$ cat src/include/lcd_ctrl_regs.vh
/*
  Register offsets, field positions, reset values and decode codes for the
  LCD pin/duty and power/display control registers.
  Assumes a byte-wide register file reached over a 32-bit Avalon-MM slave,
  each register in the low byte of one aligned word.
*/
`ifndef LCD_CTRL_REGS_VH
`define LCD_CTRL_REGS_VH

`define LCD_ADDR_W 4
`define LCD_OFF_PIN_DUTY 4'h0
`define LCD_OFF_PWR_SHOW_RAM_DATA 4'h4

`define LCD_PIN_DUTY_RST 8'h00
`define LCD_PWR_SHOW_RAM_DATA_RST 8'h80
`define LCD_PWR_SHOW_RAM_DATA_WMASK 8'h7F

`define LCD_DUTY_HI_BIT 7
`define LCD_DUTY_LO_BIT 6
`define LCD_PARALLEL_BIT 5
`define LCD_EXPAND_BIT 4
`define LCD_POWER_BIT 6
`define LCD_ACTIVATE_BIT 5
`define LCD_SHOW_RAM_BIT 4

`define LCD_DUTY_STATIC 2'h0
`define LCD_DUTY_HALF 2'h1
`define LCD_DUTY_THIRD 2'h2
`define LCD_DUTY_QUARTER 2'h3

`define LCD_UNMAPPED_RDATA 32'h00000000
`define LCD_COM_SRC_IDENT 8'hE4

`endif

$ cat src/lcd_common_map.v
/*
  Common-pin enable and source map from duty and parallel bit.
  Assumes inputs are registered fields on the same clock.
*/
`timescale 1ns/10ps
`include "lcd_ctrl_regs.vh"
module lcd_common_map (
  input wire [1:0] duty_i,
  input wire common_parallel_i,
  output reg [3:0] com_en_o,
  output reg [7:0] com_src_o
);
  // Source per pin is a 2-bit index of the common phase it reproduces
  always @* begin
    com_en_o = 4'h1;
    com_src_o = `LCD_COM_SRC_IDENT;
    case (duty_i)
      `LCD_DUTY_STATIC: begin
        if (common_parallel_i) begin
          com_en_o = 4'hF;
          com_src_o = 8'h00;
        end else begin
          com_en_o = 4'h1;
        end
      end
      `LCD_DUTY_HALF: begin
        if (common_parallel_i) begin
          com_en_o = 4'hF;
          com_src_o = 8'hA0;
        end else begin
          com_en_o = 4'h3;
        end
      end
      `LCD_DUTY_THIRD: com_en_o = 4'h7;
      `LCD_DUTY_QUARTER: com_en_o = 4'hF;
      default: com_en_o = 4'h1;
    endcase
  end
endmodule // lcd_common_map

$ cat src/lcd_port_and_control_regs.v
/*
  Pin/duty and power/display control registers of the segment LCD
  controller, with decoded pin functions and supply control.
  Assumes an Avalon-MM master on mclk_i and a standby level from the chip's
  power manager arriving asynchronously.
*/
`timescale 1ns/10ps
`include "lcd_ctrl_regs.vh"
module lcd_port_and_control_regs (
  input wire mclk_i,
  input wire rst_i,
  input wire [`LCD_ADDR_W-1:0] avs_address_i,
  input wire avs_read_i,
  input wire avs_write_i,
  input wire [31:0] avs_writedata_i,
  input wire [3:0] avs_byteenable_i,
  output reg [31:0] avs_readdata_o,
  output reg avs_waitrequest_o,
  input wire standby_i,
  output reg [1:0] duty_sel_o,
  output reg [3:0] common_en_o,
  output reg [7:0] common_src_o,
  output reg [31:0] seg_drive_en_o,
  output reg expansion_en_o,
  output reg drive_supply_on_o,
  output reg controller_run_o,
  output reg show_ram_data_o,
  output reg [3:0] frame_clk_sel_o
);
  reg [7:0] pin_duty_q;
  reg [7:0] pwr_show_ram_data_q;
  reg ack_q;
  reg [2:0] stby_sync_q;
  reg standby_q;
  wire [3:0] com_en;
  wire [7:0] com_src;
  wire [31:0] seg_en;
  wire exp_en;
  wire access;
  wire sel_pin;
  wire sel_pwr;
  wire activate;

  assign access = avs_read_i | avs_write_i;
  assign sel_pin = (avs_address_i == `LCD_OFF_PIN_DUTY);
  assign sel_pwr = (avs_address_i == `LCD_OFF_PWR_SHOW_RAM_DATA);
  assign activate = pwr_show_ram_data_q[`LCD_ACTIVATE_BIT];

  // One wait cycle: the access completes on the edge after ack rises
  always @(posedge mclk_i or posedge rst_i) begin
    if (rst_i) begin
      ack_q <= 1'b0;
    end else begin
      ack_q <= access & ~ack_q;
    end
  end

  // Waitrequest is registered; high while a fresh request awaits its ack
  always @(posedge mclk_i or posedge rst_i) begin
    if (rst_i) begin
      avs_waitrequest_o <= 1'b1;
    end else begin
      avs_waitrequest_o <= ~(access & ~ack_q);
    end
  end

  // Register writes, low byte lane only; reserved top bit held at one
  always @(posedge mclk_i or posedge rst_i) begin
    if (rst_i) begin
      pin_duty_q <= `LCD_PIN_DUTY_RST;
      pwr_show_ram_data_q <= `LCD_PWR_SHOW_RAM_DATA_RST;
    end else if (avs_write_i & ack_q & avs_byteenable_i[0]) begin
      if (sel_pin) begin
        pin_duty_q <= avs_writedata_i[7:0];
      end
      if (sel_pwr) begin
        pwr_show_ram_data_q <= (avs_writedata_i[7:0] & `LCD_PWR_SHOW_RAM_DATA_WMASK)
                      | ~`LCD_PWR_SHOW_RAM_DATA_WMASK;
      end
    end
  end

  // Read data prepared alongside the ack; unmapped words read zero
  always @(posedge mclk_i or posedge rst_i) begin
    if (rst_i) begin
      avs_readdata_o <= `LCD_UNMAPPED_RDATA;
    end else if (avs_read_i & ~ack_q) begin
      if (sel_pin)
        avs_readdata_o <= {24'h000000, pin_duty_q};
      else if (sel_pwr)
        avs_readdata_o <= {24'h000000, pwr_show_ram_data_q | 8'h80};
      else
        avs_readdata_o <= `LCD_UNMAPPED_RDATA;
    end
  end

  // Standby arrives from another domain: three stages, two must agree
  always @(posedge mclk_i or posedge rst_i) begin
    if (rst_i) begin
      stby_sync_q <= 3'h0;
      standby_q <= 1'b0;
    end else begin
      stby_sync_q <= {stby_sync_q[1:0], standby_i};
      if (stby_sync_q[1] == stby_sync_q[2])
        standby_q <= stby_sync_q[2];
    end
  end

  lcd_common_map u_common_map (
    .duty_i(pin_duty_q[`LCD_DUTY_HI_BIT:`LCD_DUTY_LO_BIT]),
    .common_parallel_i(pin_duty_q[`LCD_PARALLEL_BIT]),
    .com_en_o(com_en),
    .com_src_o(com_src)
  );

  lcd_seg_map u_seg_map (
    .seg_group_sel_i(pin_duty_q[3:0]),
    .expansion_select_i(pin_duty_q[`LCD_EXPAND_BIT]),
    .seg_en_o(seg_en),
    .expansion_en_o(exp_en)
  );

  // Decoded outputs; halting only gates outputs, register contents stay
  always @(posedge mclk_i or posedge rst_i) begin
    if (rst_i) begin
      duty_sel_o <= 2'h0;
      common_en_o <= 4'h0;
      common_src_o <= `LCD_COM_SRC_IDENT;
      seg_drive_en_o <= 32'h00000000;
      expansion_en_o <= 1'b0;
      drive_supply_on_o <= 1'b0;
      controller_run_o <= 1'b0;
      show_ram_data_o <= 1'b0;
      frame_clk_sel_o <= 4'h0;
    end else begin
      duty_sel_o <= pin_duty_q[`LCD_DUTY_HI_BIT:`LCD_DUTY_LO_BIT];
      common_en_o <= activate ? com_en : 4'h0;
      common_src_o <= com_src;
      seg_drive_en_o <= activate ? seg_en : 32'h00000000;
      expansion_en_o <= exp_en;
      drive_supply_on_o <= pwr_show_ram_data_q[`LCD_POWER_BIT] & activate
                           & ~standby_q;
      controller_run_o <= activate;
      show_ram_data_o <= pwr_show_ram_data_q[`LCD_SHOW_RAM_BIT];
      frame_clk_sel_o <= pwr_show_ram_data_q[3:0];
    end
  end
endmodule // lcd_port_and_control_regs

$ cat src/lcd_seg_map.v
/*
  Segment pin function map from the group field and expansion bit.
  Assumes software keeps the group field zero while expansion is set.
*/
`timescale 1ns/10ps
module lcd_seg_map (
  input wire [3:0] seg_group_sel_i,
  input wire expansion_select_i,
  output wire [31:0] seg_en_o,
  output wire expansion_en_o
);
  // Number of 8-pin groups, counted from the top, that drive segments
  function [2:0] groups;
    input [3:0] sel;
    begin
      if (sel[3])
        groups = 3'h4;
      else
        groups = {1'b0, sel[2:1]};
    end
  endfunction

  wire [2:0] n_grp;
  assign n_grp = expansion_select_i ? 3'h0 : groups(seg_group_sel_i);

  genvar g;
  generate
    for (g = 0; g < 4; g = g + 1) begin : grp
      // Group g covers pins 8g+1..8g+8; top group is g=3
      assign seg_en_o[8*g+7:8*g] = (n_grp > (3 - g)) ? 8'hFF : 8'h00;
    end
  endgenerate

  assign expansion_en_o = expansion_select_i;
endmodule // lcd_seg_map

$ cat config.mk
export PLATFORM = sky130hd
export DESIGN_NAME = lcd_port_and_control_regs
export DESIGN_NICKNAME = d
export VERILOG_FILES = /design/src/lcd_common_map.v /design/src/lcd_port_and_control_regs.v /design/src/lcd_seg_map.v
export VERILOG_INCLUDE_DIRS = /design/src /design/src/include
export SDC_FILE = /design/constraint.sdc
export NUM_CORES = 1
export LEC_CHECK = 0
export ABC_AREA = 0
export BUFFER_PORTS_ARGS = -buffer_cell sky130_fd_sc_hd__buf_2
export CORE_MARGIN = 10
export CORE_UTILIZATION = 35
export DETAILED_ROUTE_END_ITERATION = 6
export SYNTH_ARGS = -nofsm -noshare
export SYNTH_HDL_FRONTEND = slang
export SYNTH_HIERARCHICAL = 1
export SYNTH_SLANG_ARGS = --single-unit
$ cat constraint.sdc
create_clock -name mclk_i -period 2.3 [get_ports mclk_i]
set_input_delay 0.345 -clock mclk_i [delete_from_list [all_inputs] [get_ports mclk_i]]
set_output_delay 0.345 -clock mclk_i [all_outputs]
set_load 0.02 [all_outputs]
==> results_dict.tcl, run 1 <==
set metrics [dict create \
    status "finished, final reports clean" \
    vias_per_cell 3.93 \
    whs_ns 0.0472 \
    clkSlewWorstSetupHoldPaths_ns 0.09 \
    avgRoutedWirePerCell_um 13.7 \
    grt.overflow.total 0 \
    first_global_vias 1878 \
    synth_seq_area_share_pct 63.0 \
    synth_cells 254 \
    post_synth_instance_area_um2 3310 \
    postSynthRegisterBits 83 \
    detailedRoute.firstPassIterationCount 4 \
    cts-resized-gates 0 \
    detailroute.via_count 1739 \
    cts_max_level 3 \
    insertedDiodeCount 0 \
    cp_slowest_cell "sky130_fd_sc_hd__or3_1" \
    port-buffer-count 80 \
    drtIter0Drc 64 \
    final_nets 354 \
    hpwlAfterDp_um 4600 \
    synth-edff-count 0 \
    synthToLayoutAreaGrowth_pct 12.8 \
    final_worst_path_cycle_share_pct 65.6 \
    slew-limit-headroom_pct 43.7 \
    clock_sink_count 83 \
    grt_usage_pct 9.15 \
    core.rowCount 35 \
    final_setup_tns_ns 0 \
    placed_cells 427 \
    worstPathArrival_ns 1.73 \
    worst_ep_required_time_ns 2.52 \
    synth.area.top_cells "sky130_fd_sc_hd__dfrtp_1 (59%), sky130_fd_sc_hd__buf_4 (14%), sky130_fd_sc_hd__and2_1 (6.8%)" \
    grt_start_max_net_pins 41 \
    post-route-drc-count 0 \
    slew_viol_final 0 \
    grt_pass1_wl_um 9550 \
    post_cts_hold_buffer_count 0 \
    netlist_top_cells_count "sky130_fd_sc_hd__dfrtp_1 (78), sky130_fd_sc_hd__buf_4 (60), sky130_fd_sc_hd__and2_1 (36), sky130_fd_sc_hd__mux2_2 (16), sky130_fd_sc_hd__nand2_1 (9)" \
    die_width_um 117 \
    finish.cell_count_without_fillers 443 \
    synth_area_per_cell_um2 13.0 \
    asyncSetResetFlopFracSynth_pct 100 \
    coreArea_um2 9240 \
    die-area_um2 13700 \
    max-clock-path-buffers 2 \
    path_max_fanout 7 \
    placed_area_um2 3540 \
    postRouteAntennaNets 0 \
    numCtsBuffers 9 \
    finalHoldViolCount 0 \
    hp-class "in2async" \
    synth_largest_area_cell "sky130_fd_sc_hd__dfrtp_1" \
    maxCapViolations 0 \
    yosysWarnings 6 \
    critical_setup_path_kind "in2reg" \
    worst_voltage_drop_across_the_vdd_grid_v 0.000253 \
    dieHeight_um 117 \
    post_cts.repair.setup_buffers 0 \
    pwr_density_cell_nw_per_um2 835 \
    drive_gt1_share_pct 40.8 \
    post-route-cell-area_um2 3730 \
    clock_skew_ns 0.0146 \
    fmax_mhz 663 \
    ys_types 25 \
    grt_antenna_before_repair 0 \
    most_common_flop_cell_mapped_by_yosys "sky130_fd_sc_hd__dfrtp_1" \
    r2r.worst_path.cells 3 \
    path_cells "buf_2 > or3_1 > nor3_4 > mux2_2" \
    cts_root_buffer "sky130_fd_sc_hd__clkbuf_8" \
    setup_violating_endpoint_count_in_the_final_report 0 \
    boundaryPins 132 \
    critical_path.max_stage_delay_ns 0.47 \
    final_period_minus_worst_setup_slack_ns 1.51 \
    timing.critical_path.to_type "register" \
    timing.critical_path.from_type "primary input" \
    yosysTopAreaCellShare_pct 59.0 \
    rsz0062_at_grt "no" \
    cellLeakagePower_uw 0.00203 \
    drt-total-wl_um 6050 \
    tritoncts "yes" \
    worst_skew_pair.late_latency_ns 0.34 \
    gp_congestion 0.705 \
    initial_utilization_pct 35.8 \
    tightestPinTransition_ns 0.844 \
    synth.most_common_cell "sky130_fd_sc_hd__dfrtp_1" \
]
[metal layers]
layer  vias to the layer above  track usage, %  share of wire [%]
met2                        67            14.3                 47
met3                         5            3.72                8.8
met5                         -               0                  0
li1                        828               -                  -
met1                       839            10.9                 43
met4                         0            3.95               0.94
[report_power, final]
part | internal, µW | switching (µW)
logic | 151 | 286
clock network | 504 | 511
registers | 1590 | 78.6
[cell families after synthesis]
family | count (synthesis) | synth area share (%)
buf+inv | 71 | 15.1
other cells | 3 | 0.340
simple gates | 64 | 11.7
flops | 83 | 63.0
fa+ha+maj | 1 | 0.303
compound gates | 9 | 1.97
mux | 23 | 7.57
[layout by cell type, fill, tap and decap left out, types with 7 or more instances in the layout]
| master | synthesis | final |
|---|---|---|
| sky130_fd_sc_hd__buf_2 | 0 | 80 |
| sky130_fd_sc_hd__nor2_1 | 7 | 7 |
| sky130_fd_sc_hd__clkbuf_8 | 0 | 9 |
| sky130_fd_sc_hd__and2_1 | 36 | 36 |
| sky130_fd_sc_hd__mux2_2 | 16 | 16 |
| sky130_fd_sc_hd__conb_1 | 3 | 29 |
| sky130_fd_sc_hd__dfrtp_1 | 78 | 78 |
| sky130_fd_sc_hd__mux2i_1 | 7 | 7 |
| sky130_fd_sc_hd__o31ai_1 | 8 | 8 |
| sky130_fd_sc_hd__nand2_1 | 9 | 9 |
[critical path: cells and delay by family]
kind	cells	cell delay (ns)
simple gates	2	0.90
mux	1	0.39
buf+inv	1	0.09
[metrics by stage]
step	power (µW)	setup slack, ns	util [%]
2_1_floorplan	2170	0.637	-
3_3_place_gp	2130	0.419	38.3
3_5_place_dp	2140	0.394	38.3
4_1_cts	3180	0.763	40.4
5_1_grt	3300	0.686	40.4
6_report	3120	0.791	40.4
[layout make-up]
type                            count  area [µm²]
Inverter                            3        15.0
Multi-Input combinational cell    126         821
Tap cell                          129         161
Fill cell                         910        5510
Timing Repair Buffer               86         458
Clock buffer                       10         128
Sequential cell                    83        2080
Clock inverter                      6        65.1
[flip-flops by register name (all words and copies together) (netlist names)]
signal	cells
ack_q	1
frame_clk_sel_o	4
drive_supply_on_o	1
expansion_en_o	1
avs_readdata_o	8
pwr_show_ram_data_q	7
controller_run_o	1
common_src_o	8
seg_drive_en_o	32
avs_waitrequest_o	1
standby_q	1
common_en_o	4
duty_sel_o	2
stby_sync_q	3
show_ram_data_o	1
pin_duty_q	8
[path summary, 6_finish.rpt]
check,startpoint,endpoint,slack (ns)
setup / recovery,avs_address_i[1],pwr_show_ram_data_q[2],0.79
hold / removal,rst_i,common_en_o[1],0.05
setup reg to reg,ack_q,pwr_show_ram_data_q[2],0.86
hold reg to reg,stby_sync_q[0],stby_sync_q[1],0.35
max in group asynchronous,rst_i,avs_waitrequest_o,1.59
min in group mclk_i,standby_i,stby_sync_q[0],0.12
Power figures use the tool's default switching activity.
==> run 2, diff against run 1 <==
- ABC_AREA: 0 -> 1
- clock period: 2.3 -> 1.3 ns (I/O delays scaled with it)
==> results_dict.tcl, run 2 <==
set metrics [dict create \
    clock_skew_ns 0.0111 \
    grt_usage_pct 9.20 \
    max-clock-path-buffers 2 \
    worst_voltage_drop_across_the_vdd_grid_v 0.000546 \
    hp-class "in2reg" \
    finish.cell_count_without_fillers 556 \
    drive_gt1_share_pct 29.3 \
    port-buffer-count 80 \
    worst_ep_required_time_ns 1.11 \
    pre_cts_ws_ns 0.157 \
    worstPathArrival_ns 1.02 \
    ys_types 21 \
    synth.most_common_cell "sky130_fd_sc_hd__nand2_1" \
    postRouteAntennaNets 0 \
    drt-total-wl_um 6520 \
    crit_family "flip-flops" \
    clkSlewWorstSetupHoldPaths_ns 0.07 \
    detailroute.via_count 2167 \
    path_max_fanout 1 \
    die_width_um 120 \
    grt_antenna_before_repair 2 \
    postSynthRegisterBits 83 \
    netlist_top_cells_count "sky130_fd_sc_hd__nand2_1 (109), sky130_fd_sc_hd__dfrtp_1 (78), sky130_fd_sc_hd__buf_4 (60), sky130_fd_sc_hd__inv_1 (47), sky130_fd_sc_hd__nand3_1 (18)" \
    whs_ns 0.0565 \
    post-route-drc-count 0 \
    critical_path.max_stage_delay_ns 0.53 \
    status "finished, final reports clean" \
    post_synth_instance_area_um2 3470 \
    avgRoutedWirePerCell_um 11.7 \
    maxCapViolations 0 \
    fmax_mhz 826 \
    final_period_minus_worst_setup_slack_ns 1.21 \
    detailedRoute.firstPassIterationCount 6 \
    yosysTopAreaCellShare_pct 56.3 \
    clock_sink_count 83 \
    placed_cells 538 \
    synth_area_per_cell_um2 9.72 \
    drtIter0Drc 111 \
    synth_largest_area_cell "sky130_fd_sc_hd__dfrtp_1" \
    cp_slowest_cell "sky130_fd_sc_hd__dfstp_2" \
    grt_start_max_net_pins 84 \
    boundaryPins 132 \
    asyncSetResetFlopFracSynth_pct 100 \
    timing.critical_path.to_type "primary output" \
    mostFrequentLayoutCell "sky130_fd_sc_hd__nand2_1" \
    post_cts.repair.setup_buffers 0 \
    dieHeight_um 120 \
    yosysWarnings 6 \
    numCtsBuffers 9 \
    synth-edff-count 0 \
    cts_max_level 3 \
    timing.critical_path.from_type "register" \
    grt_pass1_wl_um 10500 \
    rsz0062_at_grt "no" \
    vias_per_cell 3.90 \
    cellLeakagePower_uw 0.00249 \
    synth.area.top_cells "sky130_fd_sc_hd__dfrtp_1 (56%), sky130_fd_sc_hd__buf_4 (13%), sky130_fd_sc_hd__nand2_1 (12%)" \
    setup_ws_ns 0.0893 \
    final_worst_path_cycle_share_pct 93.1 \
    coreArea_um2 9730 \
    mostFrequentLayoutCells "sky130_fd_sc_hd__nand2_1 (109), sky130_fd_sc_hd__buf_2 (80), sky130_fd_sc_hd__dfrtp_1 (78)" \
    largest_reg_flops 32 \
    initial_utilization_pct 35.7 \
    path_cells "buf_2" \
    critical_setup_path_kind "reg2out" \
    worst-path-buf-inv 1 \
    max_flop_register "seg_drive_en_o" \
    finalHoldViolCount 0 \
    tritoncts "yes" \
    slew_viol_final 0 \
    first_global_vias 2089 \
    grt.overflow.total 0 \
    die-area_um2 14300 \
    insertedDiodeCount 0 \
    pwr_density_cell_nw_per_um2 1430 \
    final_setup_tns_ns 0 \
    synthToLayoutAreaGrowth_pct 14.0 \
    synth_cells 357 \
    hpwlAfterDp_um 4990 \
    setup_violating_endpoint_count_in_the_final_report 0 \
    most_common_flop_cell_mapped_by_yosys "sky130_fd_sc_hd__dfrtp_1" \
    worst_skew_pair.late_latency_ns 0.34 \
    totalPowerFinal_uw 5650 \
    synth_seq_area_share_pct 60.0 \
    cts_root_buffer "sky130_fd_sc_hd__clkbuf_8" \
    final_nets 463 \
    core.rowCount 36 \
    gp_congestion 0.754 \
]
-- run 2: final timing paths --
kind	startpoint	to	slack [ns]	cells after the start
max in group asynchronous	rst_i	common_src_o[5]	0.44	4
hold reg to reg	stby_sync_q[0]	stby_sync_q[1]	0.35	0
min in group asynchronous	rst_i	common_src_o[0]	0.48	4
hold / removal	avs_writedata_i[7]	pin_duty_q[7]	0.06	3
setup reg to reg	pin_duty_q[4]	seg_drive_en_o[27]	0.16	6
setup / recovery	common_src_o[6]	common_src_o[6]	0.09	1
-- run 2: power by group --
| group | total [µW] | switching [µW] | internal (µW) | leakage (µW) |
|---|---|---|---|---|
| Combinational | 884 | 618 | 267 | 0.00128 |
| Sequential | 2920 | 120 | 2800 | 0.00110 |
| Clock | 1840 | 896 | 948 | 0.0000999 |
| Total | 5650 | 1630 | 4020 | 0.00249 |
-- run 2: final cells by class --
type | instances | area [µm²]
Clock buffer | 11 | 141
Clock inverter | 5 | 60.1
Fill cell | 978 | 5780
Inverter | 49 | 188
Multi-Input combinational cell | 185 | 810
Sequential cell | 83 | 2080
Tap cell | 133 | 166
Timing Repair Buffer | 90 | 505
-- run 2: kinds of logic (layout without fill, tap and decap cells) --
| kind of cell | count (synthesis) | count (layout) | synth area share (%) |
|---|---|---|---|
| and+or+nand+nor | 144 | 144 | 18.2 |
| buffers and inverters | 115 | 155 | 19.4 |
| DFF | 83 | 83 | 60.0 |
| AOI/OAI and AO/OA | 11 | 11 | 1.66 |
| other | 3 | 29 | 0.325 |
| adders and majority gates | 1 | 1 | 0.289 |
-- run 2: repair_timing --
item / 4_1_cts / 5_1_grt
gates resized for setup: 0 / 0
hold buffers: 2 / 0
endpoints found under the hold margin: 79 / 0
endpoints found under the setup margin: 0 / 0
-- run 2: routing by layer --
metal	GRT usage (%)	share of wire (%)	up-vias
met2	13.5	43	90
met1	11.2	46	972
met4	3.85	1.7	2
met3	4.64	9.6	12
li1	-	-	1091
met5	0	0.11	-
-- run 2: metrics by stage --
step	instance area (µm²)	util (%)
global placement	3730	38.4
finish	3950	40.6
floorplan	3570	-
CTS	3950	40.6
global route	3950	40.6
detailed placement	3730	38.4
